File: config.mk
export PLATFORM = sky130hd
export DESIGN_NAME = ppb_top
export DESIGN_NICKNAME = d
export VERILOG_FILES = /design/src/inc/ppb_pkg.sv /design/src/inc/ppb_period_if.sv /design/src/hw/ppb_top.sv /design/src/hw/ppb_prescaler.sv /design/src/hw/ppb_period_unit.sv
export SDC_FILE = /design/constraint.sdc
export NUM_CORES = 1
export LEC_CHECK = 0
export BUFFER_PORTS_ARGS = -buffer_cell sky130_fd_sc_hd__clkbuf_2
export CORE_ASPECT_RATIO = 1.1
export CORE_MARGIN = 1.5
export CORE_UTILIZATION = 35
export DETAILED_ROUTE_END_ITERATION = 6
export SLEW_MARGIN = 20
export SYNTH_ARGS = -nofsm -noshare
export SYNTH_HDL_FRONTEND = slang
export SYNTH_HIERARCHICAL = 1
export SYNTH_SLANG_ARGS = --single-unit
export TNS_END_PERCENT = 10
File: constraint.sdc
create_clock -name SYS_CLK -period 4.2 [get_ports SYS_CLK]
set_input_delay 1.05 -clock SYS_CLK [delete_from_list [all_inputs] [get_ports SYS_CLK]]
set_output_delay 1.05 -clock SYS_CLK [all_outputs]
set_load 0.02 [all_outputs]
File: src/inc/ppb_pkg.sv
package ppb_pkg;

    // ------------------------------------------------------------
    // register map
    // ------------------------------------------------------------
    localparam int NUM_CH = 2;

    // register indices; the bus byte address is four times the index
    localparam logic [31:0] IDX_T0_PBUF     = 32'hFFFFF578;
    localparam logic [31:0] IDX_T0_CTRL     = 32'h0FFFF57A;
    localparam logic [31:0] IDX_T1_PBUF     = 32'h0FFFF5B8;
    localparam logic [31:0] IDX_T1_CTRL     = 32'h0FFFF5BA;
    localparam logic [31:0] IDX_IRQ_STATUS  = 32'h0FFFF5C0;
    localparam logic [31:0] IDX_IRQ_CLEAR   = 32'h0FFFF5C4;
    localparam logic [31:0] IDX_IRQ_ENABLE  = 32'h0FFFF5C8;
    localparam logic [31:0] IDX_CLKSEL      = 32'h0FFFF5CC;
    localparam logic [31:0] IDX_T0_CMP      = 32'h0FFFF5D0;
    localparam logic [31:0] IDX_T1_CMP      = 32'h0FFFF5D2;
    localparam logic [31:0] IDX_T0_CNT      = 32'h0FFFF5D4;
    localparam logic [31:0] IDX_T1_CNT      = 32'h0FFFF5D6;
    localparam logic [31:0] IDX_RUN_STATE   = 32'h0FFFF5D8;

    // only the low ten index bits are decoded
    localparam logic [11:0] ADR_T0_PBUF    = {IDX_T0_PBUF[9:0], 2'b00};
    localparam logic [11:0] ADR_T0_CTRL    = {IDX_T0_CTRL[9:0], 2'b00};
    localparam logic [11:0] ADR_T1_PBUF    = {IDX_T1_PBUF[9:0], 2'b00};
    localparam logic [11:0] ADR_T1_CTRL    = {IDX_T1_CTRL[9:0], 2'b00};
    localparam logic [11:0] ADR_IRQ_STATUS = {IDX_IRQ_STATUS[9:0], 2'b00};
    localparam logic [11:0] ADR_IRQ_CLEAR  = {IDX_IRQ_CLEAR[9:0], 2'b00};
    localparam logic [11:0] ADR_IRQ_ENABLE = {IDX_IRQ_ENABLE[9:0], 2'b00};
    localparam logic [11:0] ADR_CLKSEL     = {IDX_CLKSEL[9:0], 2'b00};
    localparam logic [11:0] ADR_T0_CMP     = {IDX_T0_CMP[9:0], 2'b00};
    localparam logic [11:0] ADR_T1_CMP     = {IDX_T1_CMP[9:0], 2'b00};
    localparam logic [11:0] ADR_T0_CNT     = {IDX_T0_CNT[9:0], 2'b00};
    localparam logic [11:0] ADR_T1_CNT     = {IDX_T1_CNT[9:0], 2'b00};
    localparam logic [11:0] ADR_RUN_STATE  = {IDX_RUN_STATE[9:0], 2'b00};

    localparam logic [1:0][11:0] ADR_PBUF = {ADR_T1_PBUF, ADR_T0_PBUF};
    localparam logic [1:0][11:0] ADR_CTRL = {ADR_T1_CTRL, ADR_T0_CTRL};
    localparam logic [1:0][11:0] ADR_CMP  = {ADR_T1_CMP, ADR_T0_CMP};
    localparam logic [1:0][11:0] ADR_CNT  = {ADR_T1_CNT, ADR_T0_CNT};

    // ------------------------------------------------------------
    // control and status register fields and reset values
    // ------------------------------------------------------------
    localparam int CTRL_CE_BIT     = 15;
    localparam int CTRL_STINT_BIT  = 14;
    localparam int CTRL_THIN_LSB   = 11;
    localparam int CTRL_PRM_LSB    = 8;
    localparam int CTRL_PXFER_BIT  = 4;
    localparam int CTRL_SHAPE_BIT  = 1;
    localparam int ST_BOTTOM       = 0;
    localparam int ST_MATCH        = 1;

    localparam logic [15:0] CTRL_RESET   = 16'h0508;
    localparam logic [15:0] CTRL_WMASK   = 16'hFF3F;
    localparam logic [15:0] PBUF_RESET   = 16'hFFFF;
    localparam logic [7:0]  CLKSEL_RESET = 8'h00;

endpackage

File: src/inc/ppb_period_if.sv
`timescale 1ns/1ps
`default_nettype none

interface ppb_period_if;
    logic        load_wr;
    logic [15:0] load_data;
    logic        count_en;
    logic        tick;
    logic        bottom;
    logic        xfer_en;
    logic [15:0] buffer;
    logic [15:0] compare;

    modport owner (
        output load_wr, load_data, count_en, tick, bottom, xfer_en,
        input  buffer, compare
    );
    modport unit (
        input  load_wr, load_data, count_en, tick, bottom, xfer_en,
        output buffer, compare
    );
endinterface

`default_nettype wire

File: src/hw/ppb_top.sv
`timescale 1ns/1ps
`default_nettype none

module ppb_top (
    input  wire logic                       SYS_CLK,
    input  wire logic                       RST,
    input  wire logic [11:0]                AVS_ADDRESS,
    input  wire logic                       AVS_READ,
    input  wire logic                       AVS_WRITE,
    input  wire logic [3:0]                 AVS_BYTEENABLE,
    input  wire logic [31:0]                AVS_WRITEDATA,
    output logic      [31:0]                AVS_READDATA,
    output logic                            AVS_WAITREQUEST,
    output logic                            IRQ,
    output logic      [ppb_pkg::NUM_CH-1:0] TIMER_DOWN
);
    import ppb_pkg::*;

    // ------------------------------------------------------------
    // state
    // ------------------------------------------------------------
    typedef struct packed {
        logic [1:0][15:0] ctrl;
        logic [7:0]       clksel;
        logic [1:0][15:0] cnt;
        logic [1:0]       down;
        logic [1:0]       ce_prev;
        logic [1:0][3:0]  thin;
        logic [3:0]       status;
        logic [3:0]       irq_en;
        logic             irq;
        logic             waitreq;
        logic [31:0]      rdata;
    } ppb_top_state_t;

    ppb_top_state_t   st;
    ppb_top_state_t   next_st;

    logic [31:0]      rd;
    logic             wr_go;
    logic             rd_setup;
    logic [3:0]       set_bits;
    logic [3:0]       clr_bits;
    logic [1:0]       pb_wr;
    logic [1:0]       ev_bottom;
    logic [1:0]       ev_match;
    logic [1:0]       start_ev;
    logic [1:0]       prim_ev;
    logic [1:0]       thin_pass;
    logic [1:0]       tick;
    logic [1:0][15:0] pb_buf;
    logic [1:0][15:0] pb_cmp;
    logic [1:0][2:0]  chan_sel;

    function automatic logic ppb_hit(input logic [11:0] addr,
                                     input logic [11:0] reg_adr);
        ppb_hit = addr[11:2] == reg_adr[11:2];
    endfunction

    // thinning ratios 1/1 to 1/16; other codes pass every event
    function automatic logic [3:0] ppb_thin_mask(input logic [2:0] sel);
        case (sel)
            3'h0:    ppb_thin_mask = 4'h0;
            3'h1:    ppb_thin_mask = 4'h1;
            3'h2:    ppb_thin_mask = 4'h3;
            3'h3:    ppb_thin_mask = 4'h7;
            3'h4:    ppb_thin_mask = 4'hF;
            default: ppb_thin_mask = 4'h0;
        endcase
    endfunction

    // ------------------------------------------------------------
    // base clock and per-channel prescaler
    // ------------------------------------------------------------
    ppb_prescaler i_ppb_prescaler (
        .clk      (SYS_CLK),
        .rst      (RST),
        .base_sel (st.clksel[1:0]),
        .chan_sel (chan_sel),
        .tick     (tick)
    );

    // ------------------------------------------------------------
    // period buffer and compare, one unit per channel
    // ------------------------------------------------------------
    ppb_period_if pif [NUM_CH] ();

    generate
        for (genvar g = 0; g < NUM_CH; g++) begin : g_ch
            assign chan_sel[g]       = st.ctrl[g][CTRL_PRM_LSB +: 3];
            assign pif[g].load_wr    = pb_wr[g];
            assign pif[g].load_data  = AVS_WRITEDATA[15:0];
            assign pif[g].count_en   = st.ctrl[g][CTRL_CE_BIT];
            assign pif[g].tick       = tick[g];
            assign pif[g].bottom     = ev_bottom[g];
            assign pif[g].xfer_en    = st.ctrl[g][CTRL_PXFER_BIT];
            assign pb_buf[g]         = pif[g].buffer;
            assign pb_cmp[g]         = pif[g].compare;

            ppb_period_unit i_ppb_period_unit (
                .clk (SYS_CLK),
                .rst (RST),
                .pif (pif[g].unit)
            );
        end
    endgenerate

    // ------------------------------------------------------------
    // next state
    // ------------------------------------------------------------
    always_comb begin
        next_st   = st;
        rd        = 32'h0000_0000;
        set_bits  = 4'h0;
        clr_bits  = 4'h0;
        pb_wr     = 2'b00;
        ev_bottom = 2'b00;
        ev_match  = 2'b00;
        start_ev  = 2'b00;
        prim_ev   = 2'b00;
        thin_pass = 2'b00;

        // one wait cycle per access: read data is fetched while
        // waitrequest is high, so it stands at the releasing edge
        wr_go    = AVS_WRITE && !st.waitreq;
        rd_setup = AVS_READ && st.waitreq;
        next_st.waitreq = !((AVS_READ || AVS_WRITE) && st.waitreq);

        // shared registers
        if (ppb_hit(AVS_ADDRESS, ADR_IRQ_STATUS)) begin
            rd = {28'h0, st.status};
        end
        if (ppb_hit(AVS_ADDRESS, ADR_IRQ_ENABLE)) begin
            rd = {28'h0, st.irq_en};
        end
        if (ppb_hit(AVS_ADDRESS, ADR_CLKSEL)) begin
            rd = {24'h0, st.clksel};
        end
        if (ppb_hit(AVS_ADDRESS, ADR_RUN_STATE)) begin
            rd = {28'h0, st.down, st.ctrl[1][CTRL_CE_BIT],
                  st.ctrl[0][CTRL_CE_BIT]};
        end
        if (wr_go && AVS_BYTEENABLE[0]) begin
            if (ppb_hit(AVS_ADDRESS, ADR_CLKSEL)) begin
                next_st.clksel = AVS_WRITEDATA[7:0];
            end
            if (ppb_hit(AVS_ADDRESS, ADR_IRQ_ENABLE)) begin
                next_st.irq_en = AVS_WRITEDATA[3:0];
            end
            if (ppb_hit(AVS_ADDRESS, ADR_IRQ_CLEAR)) begin
                clr_bits = AVS_WRITEDATA[3:0];
            end
        end

        for (int c = 0; c < NUM_CH; c++) begin
            // per-channel register access
            if (ppb_hit(AVS_ADDRESS, ADR_CTRL[c])) begin
                rd = {16'h0, st.ctrl[c]};
            end
            if (ppb_hit(AVS_ADDRESS, ADR_PBUF[c])) begin
                rd = {16'h0, pb_buf[c]};
            end
            if (ppb_hit(AVS_ADDRESS, ADR_CMP[c])) begin
                rd = {16'h0, pb_cmp[c]};
            end
            if (ppb_hit(AVS_ADDRESS, ADR_CNT[c])) begin
                rd = {16'h0, st.cnt[c]};
            end
            if (wr_go && ppb_hit(AVS_ADDRESS, ADR_CTRL[c])) begin
                if (AVS_BYTEENABLE[0]) begin
                    next_st.ctrl[c][7:0] =
                        AVS_WRITEDATA[7:0] & CTRL_WMASK[7:0];
                end
                if (AVS_BYTEENABLE[1]) begin
                    next_st.ctrl[c][15:8] =
                        AVS_WRITEDATA[15:8] & CTRL_WMASK[15:8];
                end
            end
            // a single-byte write would tear the period, so it is dropped
            pb_wr[c] = wr_go && ppb_hit(AVS_ADDRESS, ADR_PBUF[c]) &&
                       (AVS_BYTEENABLE[1:0] == 2'b11);

            // counter; a zero period is not supported
            if (!st.ctrl[c][CTRL_CE_BIT]) begin
                next_st.cnt[c]  = 16'h0000;
                next_st.down[c] = 1'b0;
                next_st.thin[c] = 4'h0;
            end else if (tick[c]) begin
                if (st.ctrl[c][CTRL_SHAPE_BIT]) begin
                    if (st.cnt[c] == pb_cmp[c]) begin
                        next_st.cnt[c] = 16'h0000;
                        ev_match[c]    = 1'b1;
                        ev_bottom[c]   = 1'b1;
                    end else begin
                        next_st.cnt[c] = st.cnt[c] + 16'h0001;
                    end
                end else if (!st.down[c]) begin
                    if (st.cnt[c] == pb_cmp[c]) begin
                        next_st.down[c] = 1'b1;
                        next_st.cnt[c]  = st.cnt[c] - 16'h0001;
                        ev_match[c]     = 1'b1;
                    end else begin
                        next_st.cnt[c] = st.cnt[c] + 16'h0001;
                    end
                end else begin
                    if (st.cnt[c] <= 16'h0001) begin
                        next_st.cnt[c]  = 16'h0000;
                        next_st.down[c] = 1'b0;
                        ev_bottom[c]    = 1'b1;
                    end else begin
                        next_st.cnt[c] = st.cnt[c] - 16'h0001;
                    end
                end
            end

            // start is the rising edge of count enable
            next_st.ce_prev[c] = st.ctrl[c][CTRL_CE_BIT];
            start_ev[c] = st.ctrl[c][CTRL_CE_BIT] && !st.ce_prev[c] &&
                          st.ctrl[c][CTRL_STINT_BIT];

            // thinning acts on the mode's period interrupt only
            prim_ev[c] = st.ctrl[c][CTRL_SHAPE_BIT] ? ev_match[c]
                                                     : ev_bottom[c];
            thin_pass[c] = (st.thin[c] &
                ppb_thin_mask(st.ctrl[c][CTRL_THIN_LSB +: 3])) == 4'h0;
            if (prim_ev[c]) begin
                next_st.thin[c] = st.thin[c] + 4'h1;
            end

            if (st.ctrl[c][CTRL_SHAPE_BIT]) begin
                set_bits[2*c + ST_MATCH] = (ev_match[c] && thin_pass[c]) ||
                                           start_ev[c];
            end else begin
                set_bits[2*c + ST_MATCH]  = ev_match[c];
                set_bits[2*c + ST_BOTTOM] = (ev_bottom[c] && thin_pass[c]) ||
                                            start_ev[c];
            end
        end

        // an event in the clearing cycle survives
        next_st.status = (st.status & ~clr_bits) | set_bits;
        next_st.irq    = |(next_st.status & next_st.irq_en);

        if (rd_setup) begin
            next_st.rdata = rd;
        end
    end

    // ------------------------------------------------------------
    // registers
    // ------------------------------------------------------------
    always_ff @(posedge SYS_CLK or posedge RST) begin
        if (RST) begin
            st         <= '0;
            st.ctrl    <= {CTRL_RESET, CTRL_RESET};
            st.clksel  <= CLKSEL_RESET;
            st.waitreq <= 1'b1;
        end else begin
            st <= next_st;
        end
    end

    assign AVS_READDATA    = st.rdata;
    assign AVS_WAITREQUEST = st.waitreq;
    assign IRQ             = st.irq;
    assign TIMER_DOWN      = st.down;

    // ------------------------------------------------------------
    // checks
    // ------------------------------------------------------------
    chk_ctrl_word: assert property (
        @(posedge SYS_CLK) disable iff (RST)
        (AVS_WRITE && !AVS_WAITREQUEST && AVS_BYTEENABLE[1:0] == 2'b11 &&
         AVS_ADDRESS[11:2] == ADR_T0_CTRL[11:2])
        |=> st.ctrl[0] == ($past(AVS_WRITEDATA[15:0]) & CTRL_WMASK))
        else $error("control word write not stored");

    chk_ctrl_byte: assert property (
        @(posedge SYS_CLK) disable iff (RST)
        (AVS_WRITE && !AVS_WAITREQUEST && AVS_BYTEENABLE[1:0] == 2'b10 &&
         AVS_ADDRESS[11:2] == ADR_T1_CTRL[11:2])
        |=> st.ctrl[1][7:0] == $past(st.ctrl[1][7:0]) &&
            st.ctrl[1][15:8] == $past(AVS_WRITEDATA[15:8]))
        else $error("control high byte write disturbed low byte");

    chk_clksel_byte: assert property (
        @(posedge SYS_CLK) disable iff (RST)
        (AVS_WRITE && !AVS_WAITREQUEST && AVS_BYTEENABLE[0] &&
         AVS_ADDRESS[11:2] == ADR_CLKSEL[11:2])
        |=> st.clksel == $past(AVS_WRITEDATA[7:0]))
        else $error("clock select byte write not stored");

    chk_pbuf_whole: assert property (
        @(posedge SYS_CLK) disable iff (RST)
        (AVS_WRITE && !AVS_WAITREQUEST && AVS_BYTEENABLE[1:0] != 2'b11 &&
         AVS_ADDRESS[11:2] == ADR_T0_PBUF[11:2])
        |=> $stable(pb_buf[0]))
        else $error("partial write changed period buffer");

    chk_tri_reverse: assert property (
        @(posedge SYS_CLK) disable iff (RST)
        (st.ctrl[0][CTRL_CE_BIT] && !st.ctrl[0][CTRL_SHAPE_BIT] &&
         tick[0] && !st.down[0] && st.cnt[0] == pb_cmp[0])
        |=> st.down[0] && TIMER_DOWN[0])
        else $error("triangular counter did not reverse at match");

    chk_saw_clear: assert property (
        @(posedge SYS_CLK) disable iff (RST)
        (st.ctrl[1][CTRL_CE_BIT] && st.ctrl[1][CTRL_SHAPE_BIT] &&
         tick[1] && st.cnt[1] == pb_cmp[1])
        |=> st.cnt[1] == 16'h0000)
        else $error("sawtooth counter did not clear at match");

    chk_start_irq: assert property (
        @(posedge SYS_CLK) disable iff (RST)
        (st.ctrl[0][CTRL_CE_BIT] && !st.ce_prev[0] &&
         st.ctrl[0][CTRL_STINT_BIT] && !st.ctrl[0][CTRL_SHAPE_BIT])
        |=> st.status[ST_BOTTOM])
        else $error("start interrupt not raised");

    chk_saw_start: assert property (
        @(posedge SYS_CLK) disable iff (RST)
        (st.ctrl[1][CTRL_CE_BIT] && !st.ce_prev[1] &&
         st.ctrl[1][CTRL_STINT_BIT] && st.ctrl[1][CTRL_SHAPE_BIT])
        |=> st.status[2 + ST_MATCH])
        else $error("sawtooth start interrupt not raised");

endmodule

`default_nettype wire

File: src/hw/ppb_prescaler.sv
`timescale 1ns/1ps
`default_nettype none

module ppb_prescaler (
    input  wire logic            clk,
    input  wire logic            rst,
    input  wire logic [1:0]      base_sel,
    input  wire logic [1:0][2:0] chan_sel,
    output logic      [1:0]      tick
);
    import ppb_pkg::*;

    typedef struct packed {
        logic [7:0] base_cnt;
        logic [7:0] div_cnt;
        logic [1:0] tick;
    } ppb_pre_state_t;

    ppb_pre_state_t st;
    ppb_pre_state_t next_st;
    logic           base_tick;

    function automatic logic [7:0] ppb_pow_mask(input logic [2:0] sel);
        ppb_pow_mask = ~(8'hFF << sel);
    endfunction

    // one shared divider chain keeps both channels phase aligned
    always_comb begin
        next_st = st;
        next_st.base_cnt = st.base_cnt + 8'h01;
        base_tick = (st.base_cnt & ppb_pow_mask({1'b0, base_sel})) == 8'h00;
        if (base_tick) begin
            next_st.div_cnt = st.div_cnt + 8'h01;
        end
        for (int c = 0; c < NUM_CH; c++) begin
            next_st.tick[c] = base_tick &&
                ((st.div_cnt & ppb_pow_mask(chan_sel[c])) == 8'h00);
        end
    end

    always_ff @(posedge clk or posedge rst) begin
        if (rst) begin
            st <= '0;
        end else begin
            st <= next_st;
        end
    end

    assign tick = st.tick;

    chk_fast_tick: assert property (
        @(posedge clk) disable iff (rst)
        ($past(base_sel) == 2'h0 && $past(chan_sel[0]) == 3'h0) |-> tick[0])
        else $error("undivided base clock gave no tick");

endmodule

`default_nettype wire

File: src/hw/ppb_period_unit.sv
`timescale 1ns/1ps
`default_nettype none

module ppb_period_unit (
    input  wire logic   clk,
    input  wire logic   rst,
    ppb_period_if.unit  pif
);
    import ppb_pkg::*;

    typedef struct packed {
        logic [15:0] buffer;
        logic [15:0] compare;
        logic        pending;
    } ppb_pu_state_t;

    ppb_pu_state_t st;
    ppb_pu_state_t next_st;

    always_comb begin
        next_st = st;
        if (!pif.count_en) begin
            if (st.pending && pif.tick) begin
                next_st.compare = st.buffer;
                next_st.pending = 1'b0;
            end
        end else if (pif.bottom && pif.xfer_en) begin
            next_st.compare = st.buffer;
            next_st.pending = 1'b0;
        end
        if (pif.load_wr) begin
            next_st.buffer  = pif.load_data;
            next_st.pending = 1'b1;
        end
    end

    always_ff @(posedge clk or posedge rst) begin
        if (rst) begin
            st <= {PBUF_RESET, PBUF_RESET, 1'b0};
        end else begin
            st <= next_st;
        end
    end

    assign pif.buffer  = st.buffer;
    assign pif.compare = st.compare;

    chk_stop_load: assert property (
        @(posedge clk) disable iff (rst)
        (!pif.count_en && st.pending && pif.tick)
        |=> st.compare == $past(st.buffer))
        else $error("stopped timer did not load compare");

    chk_bottom_load: assert property (
        @(posedge clk) disable iff (rst)
        (pif.count_en && pif.bottom && pif.xfer_en)
        |=> st.compare == $past(st.buffer))
        else $error("bottom event did not load compare");

    chk_gate_hold: assert property (
        @(posedge clk) disable iff (rst)
        (pif.count_en && !(pif.bottom && pif.xfer_en)) |=> $stable(st.compare))
        else $error("compare changed without gated transfer");

endmodule

`default_nettype wire

[After elaboration in Yosys (flattened, before gate mapping)]
Index checks and enable logic that the tools add are counted.
Word-level totals
  bits in registers: 206
  input bits: 52
  output and inout port bits: 36
  logic and storage cells: 219
Cells by class
  add/sub/neg operators: 8
  $lt $le $gt $ge: 2
  equality and inequality tests: 34
  shift-type cells: 3
  mux-type cells: 80
  bitwise gates (word level): 12
  reductions and logical operators: 54
Operators with widths (number)
  $mux 16: 15
  $mux 32: 7
  $eq 10x9->1 const B: 13
  $mux 17: 6
  $mux 4: 10
  $mux 1: 38
  $add 16x1->16 const B: 2
  $eq 16x16->1: 2
  $le 16x1->1 const B: 2
  $pmux 4 s4: 2
  $sub 16x1->16 const B: 2
  $and 8x8->8: 3
  $logic_and 1x1->1: 24
  $logic_not 8->1: 3
  $not 8->8: 3
  $reduce_and 2->1: 11
  $add 8x1->8 const B: 2
  $and 4x4->4: 4
  $mux 8: 2
  $shl 8x3->8 const A: 2
  $eq 3x2->1 const B: 4
  $ne 2x1->1 const B: 6
  $add 4x1->4 const B: 2
  $logic_not 4->1: 2
  13 further kinds: 26

[Longest topological paths before layout]
  depth in word-level cells: 13
  mapped depth: 12
  depth with buffers taken out: 9

[Cells and area by module]
Netlist, hierarchy kept.
Modules (own cells, without submodules)
  ppb_top: times used 1, cells an instance 930, area each 7898.8 um^2, sequential area each 2661.3 um^2
  ppb_period_unit: times used 2, cells an instance 106, area each 1577.8 um^2, sequential area each 865.8 um^2
  ppb_prescaler: times used 1, cells an instance 57, area each 611.8 um^2, sequential area each 300.3 um^2

[Worst setup path before layout]
No wires, ideal clock.
  kind: input -> register
  start: in AVS_ADDRESS[11]
  end: reg st (netlist bit IRQ)
  setup time: 0.129 ns
  arrival: 3.029 ns
  required time: 4.071 ns
  setup slack: 1.042 ns
  stages: 6
  path buffers: 0
  cells stage by stage: or4b_2 nor2_1 nand3_1 mux2_2 a21boi_0 a2111o_1
RTL lines
  from (decl): RTL line ppb_top.sv:7  | input wire logic [11:0] AVS_ADDRESS,
  to (signal assigned): RTL line ppb_top.sv:259  | st <= next_st;
  to (decl): RTL line ppb_top.sv:36  | ppb_top_state_t st;

[Worst setup path after layout]
  start: reg st[81] (netlist bit)
  end: reg g_ch[1].i_ppb_period_unit.st (netlist bit g_ch[1].i_ppb_period_unit/pif.compare[10])
Between the ends
  cells in the longest elaborated chain, start to end: 9
  elaborated cells between the ends (all ways): 11
  those cells by class: order compare: 1; eq/ne: 2; mux: 6; reduce/logical: 2
Ends and longest elaborated chain
  $le 16x1->1: RTL line ppb_top.sv:206  | if (st.cnt[c] <= 16'h0001) begin
  $mux 1: RTL line ppb_top.sv:206
  $mux 1: RTL line ppb_top.sv:197  | end else if (!st.down[c]) begin
  $mux 1 (*): RTL line ppb_top.sv:189  | if (st.ctrl[c][CTRL_SHAPE_BIT]) begin
  $mux 1 (*): RTL line ppb_top.sv:188  | end else if (tick[c]) begin
  $mux 1 (*): RTL line ppb_top.sv:184  | if (!st.ctrl[c][CTRL_CE_BIT]) begin
  via pif[1].bottom: RTL line ppb_period_if.sv:9  | logic bottom;
  $logic_and 1x1->1 (*): RTL line ppb_period_unit.sv:27  | end else if (pif.bottom && pif.xfer_en) begin
  $ne 2x1->1 (no source line) (*)
  $reduce_and 2->1 (no source line) (*)
  to (signal assigned): RTL line ppb_period_unit.sv:39  | st <= {PBUF_RESET, PBUF_RESET, 1'b0};
  to (signal assigned): RTL line ppb_period_unit.sv:41  | st <= next_st;
  to (decl): RTL line ppb_period_unit.sv:17  | ppb_pu_state_t st;
Mark *: on every way through the listed nets, which the timed path passes. The rest lies on a longest branch.
A chain may end at the register's enable or synchronous reset.

==> impl_metrics.prom <==
# TYPE chip_impl_metric gauge
chip_impl_metric{name="power.share.switching",unit="%"} 37.89
chip_impl_metric{name="synth_area_per_cell",unit="µm²"} 9.730
chip_impl_metric{name="drt_iter0_drcs",unit=""} 917
chip_impl_metric{name="finalHoldViolCount",unit=""} 0
chip_impl_metric{name="design.final.nets",unit=""} 1211
chip_impl_metric{name="drt_first_pass_iters",unit=""} 5
chip_impl_info{name="grt_busiest_layer",value="met2"} 1
chip_impl_metric{name="routabilityCongestion",unit=""} 0.8833
chip_impl_metric{name="post_cts_buffers",unit=""} 0
chip_impl_info{name="synth_top_flop_cell",value="dfrtp_1"} 1
chip_impl_metric{name="ys_seq_elements",unit=""} 184
chip_impl_metric{name="power_share_of_the_clock_group",unit="%"} 28.9
chip_impl_metric{name="setup_violations",unit=""} 0
chip_impl_info{name="clock_tree.root_cell",value="clkbuf_16"} 1
chip_impl_metric{name="globalRouteOverflowTotal",unit=""} 0
chip_impl_metric{name="antenna-diode-count",unit=""} 0
chip_impl_metric{name="clock_insertion_delay_worst_skew",unit="ps"} 450
chip_impl_metric{name="area_growth_syn_to_layout",unit="%"} 5.855
chip_impl_metric{name="seqPwrFrac",unit="%"} 40.5
chip_impl_metric{name="power.internal",unit="mW"} 3.612
chip_impl_metric{name="worst_slack",unit="ps"} 707.6
chip_impl_metric{name="synth_cell_type_count",unit=""} 76
chip_impl_metric{name="switchingPower",unit="mW"} 2.204
chip_impl_metric{name="syn-instance-count",unit=""} 1199
chip_impl_metric{name="placeableCoreArea",unit="µm²"} 32550
chip_impl_info{name="critPathSlowestCell",value="nor4_1"} 1
chip_impl_info{name="holdCritPathClass",value="register to register"} 1
chip_impl_metric{name="comb_power_share",unit="%"} 30.7
chip_impl_info{name="setup.worst_path.start_class",value="register"} 1
chip_impl_metric{name="postRouteAntennaNets",unit=""} 0
chip_impl_metric{name="vias",unit=""} 9334
chip_impl_info{name="path_cells",value="buf_4, or4_4, or4_4, nor4_1, a21oi_1, nor2_1, nand3_2, o21ai_4, mux2_2"} 1
chip_impl_metric{name="layout-drive-gt1-share",unit="%"} 27.80
chip_impl_metric{name="max-vdd-ir-drop",unit="µV"} 267.8
chip_impl_metric{name="ios",unit=""} 88
chip_impl_metric{name="summed_instance_area_of_the_synthesized_netlist",unit="µm²"} 11670
chip_impl_metric{name="critPathMaxFanout",unit=""} 17
chip_impl_metric{name="cellLeakagePower",unit="nW"} 5.102
chip_impl_metric{name="place_ws",unit="ps"} 711.5
chip_impl_metric{name="floorplan.rows",unit=""} 69
chip_impl_metric{name="grtUsageMet2",unit="%"} 30.95
chip_impl_metric{name="globalRouteMet3Util",unit="%"} 3.326
chip_impl_metric{name="antenna_violations_before_repair",unit=""} 1
chip_impl_metric{name="worst_hold_slack",unit="ps"} 470.2
chip_impl_metric{name="cts_buffers",unit=""} 17
chip_impl_info{name="worstSetupEndpointType",value="register"} 1
chip_impl_info{name="netlist_top_cells_area",value="dfrtp_1, dfstp_2, mux2_2"} 1
chip_impl_info{name="crit_top_cell",value="or4_4"} 1
chip_impl_metric{name="place_hpwl",unit="µm"} 25080
chip_impl_info{name="yosys-top-cells-count",value="dfrtp_1, buf_4, mux2_2, nand2_1, nor2_1"} 1
chip_impl_metric{name="floorplan.initialDensity",unit="%"} 35.84
chip_impl_metric{name="grt_start_max_net_pins",unit=""} 71
chip_impl_info{name="outcome",value="finished clean"} 1
chip_impl_metric{name="clock_slew_at_reported_path_ffs",unit="ps"} 80
chip_impl_metric{name="timing.max_slew.rel_slack",unit="%"} 34.57
chip_impl_metric{name="fp.dieW",unit="µm"} 177.1
chip_impl_metric{name="worst_slew_pin_slew",unit="ps"} 972.7
chip_impl_metric{name="htreeDepth",unit=""} 4
chip_impl_info{name="unrepaired_setup_endpoints_after_global_routing",value="no"} 1
chip_impl_metric{name="min_period_over_period",unit="%"} 83.15
chip_impl_metric{name="timing.clock.skew",unit="ps"} 10.50
chip_impl_metric{name="drc",unit=""} 0
chip_impl_metric{name="cts.repair.resized",unit=""} 0
chip_impl_metric{name="synth_enable_flop_cells",unit=""} 0
chip_impl_metric{name="routed_wirelength",unit="µm"} 34410
chip_impl_metric{name="cts_buffer_depth",unit=""} 2
chip_impl_metric{name="top_area_cell_type_share_of_the_netlist_area",unit="%"} 24.24
chip_impl_metric{name="port-buffer-count",unit=""} 51
chip_impl_metric{name="max_cap_violations",unit=""} 0
chip_impl_metric{name="yosysWarnings",unit=""} 6
chip_impl_metric{name="via_count_of_the_first_global_routing_pass",unit=""} 8931
chip_impl_metric{name="drt-vias-per-instance",unit=""} 5.878
chip_impl_metric{name="final_period_minus_worst_setup_slack",unit="ps"} 3492
chip_impl_metric{name="detail_route.wl_per_cell",unit="µm"} 21.67
chip_impl_metric{name="synthArstFlopShare",unit="%"} 100.0
chip_impl_info{name="crit_type",value="register to register"} 1
chip_impl_metric{name="floorplan.die_area",unit="µm²"} 34440
chip_impl_metric{name="pwr_density_cell",unit="nW/µm²"} 471.0
chip_impl_info{name="synthDominantAreaCellType",value="dfrtp_1"} 1
chip_impl_info{name="cts_tree",value="done"} 1
chip_impl_metric{name="global_route.usage.total",unit="%"} 20.45
chip_impl_metric{name="cts.sink_count",unit=""} 184
chip_impl_metric{name="fmax",unit="GHz"} 0.2863
chip_impl_metric{name="timing.final.max_slew_violations",unit=""} 0
chip_impl_metric{name="timing.setup.tns",unit="ps"} 0
chip_impl_metric{name="use_met1",unit="%"} 29.01
chip_impl_metric{name="critPathRequiredTime",unit="ps"} 4570
chip_impl_info{name="most_instantiated_library_cell_after_synthesis",value="dfrtp_1"} 1
chip_impl_metric{name="die_height",unit="µm"} 194.5
chip_impl_metric{name="yosysSeqAreaShare",unit="%"} 40.23
chip_impl_metric{name="critical-path-max-stage-delay",unit="ps"} 630
chip_impl_metric{name="postCtsHoldBufs",unit=""} 0
chip_impl_metric{name="worst-endpoint-arrival",unit="ps"} 3860
chip_impl_metric{name="grt_pass1_wl",unit="µm"} 54010
-- worst max-delay path, delay by kind of cell, from the launching register on --
family | cells | cell delay, ps
and+or+nand+nor | 5 | 2010
AOI/OAI and AO/OA | 2 | 470
muxes | 1 | 410
DFF | 1 | 360
buffers and inverters | 1 | 160
-- metal layers --
layer	wire length, µm	part of all wire [%]	vias to the layer above
met5	11	0.032	-
met4	1060	3.1	2
met3	2215	6.4	56
met2	15830	46	373
met1	15290	44	4693
li1	-	-	4210
-- path summary, 6_finish.rpt --
path                                              from                                        end  slack [ps]  cells past startpoint
worst max register to register                  st[81]  g_ch[1].i_ppb_period_unit/pif.compare[10]         710                      9
worst max-delay path                            st[81]  g_ch[1].i_ppb_period_unit/pif.compare[10]         710                      9
worst min register to register  i_ppb_prescaler/st[12]                     i_ppb_prescaler/st[12]         470                      1
worst min-delay path            i_ppb_prescaler/st[12]                     i_ppb_prescaler/st[12]         470                      1
min in group asynchronous                          RST                      i_ppb_prescaler/st[3]         660                      2
max in group asynchronous                          RST    g_ch[0].i_ppb_period_unit/pif.buffer[3]        2560                      3
-- power groups by stage --
stage               Combinational (mW)  Clock, mW  Sequential, mW
finish                            1.78       1.68            2.35
CTS                               1.77       1.71            2.34
floorplan                         1.45          0            2.17
global route                      1.97       1.78            2.38
global placement                  1.74          0            2.37
detailed placement                1.76          0            2.37
-- state kept, by name (all words and copies together) (netlist names) --
name,count
i_ppb_prescaler/tick,2
next_st,2
pif.xfer_en,2
AVS_WAITREQUEST,1
g_ch.i_ppb_period_unit/st,2
g_ch.i_ppb_period_unit/pif.compare,32
IRQ,1
TIMER_DOWN,2
chan_sel,6
g_ch.i_ppb_period_unit/pif.buffer,32
st,76
i_ppb_prescaler/st,10
AVS_READDATA,16
-- stage by stage --
step,std cells,power (mW),util (%),cell area (µm²)
3_5_place_dp,1556,4.135,36.09,11750
5_1_grt,1588,6.133,37.94,12350
4_1_cts,1588,5.820,37.94,12350
6_report,1588,5.816,37.94,12350
2_1_floorplan,1214,3.615,-,11720
3_3_place_gp,1556,4.107,36.09,11750
-- cells in the final DEF, fill, tap and decap left out, types with 27 or more instances in the layout --
| cell type | synthesis | layout |
|---|---|---|
| dfrtp_1 | 113 | 113 |
| nor3_1 | 36 | 35 |
| nor2_1 | 73 | 73 |
| xnor2_1 | 28 | 28 |
| clkbuf_2 | 0 | 51 |
| a21oi_1 | 44 | 44 |
| inv_1 | 28 | 27 |
| mux2_2 | 92 | 92 |
| dfstp_2 | 71 | 71 |
| buf_4 | 100 | 36 |
| nand3_1 | 30 | 30 |
| nand2_1 | 90 | 90 |
| o21ai_0 | 55 | 55 |
-- kinds of logic after synthesis --
logic type | Yosys count | share of synthesized area [%]
xor gates and xnor gates | 51 | 3.829
adders and majority gates | 10 | 1.073
other | 1 | 0.03214
buffers and inverters | 200 | 10.06
AOI/OAI and AO/OA | 282 | 17.17
and+or+nand+nor | 350 | 15.42
muxes | 121 | 12.18
DFF | 184 | 40.23
-- layout make-up --
cell class,count,area (µm²)
tap,426,533.0
clock inverter,14,173.9
inverter,28,107.6
multi-input combinational,830,5867
clock buffer,18,429.2
sequential,184,4693
timing repair buffer,88,545.5
fill,3198,20200
Power figures use the tool's default switching activity.
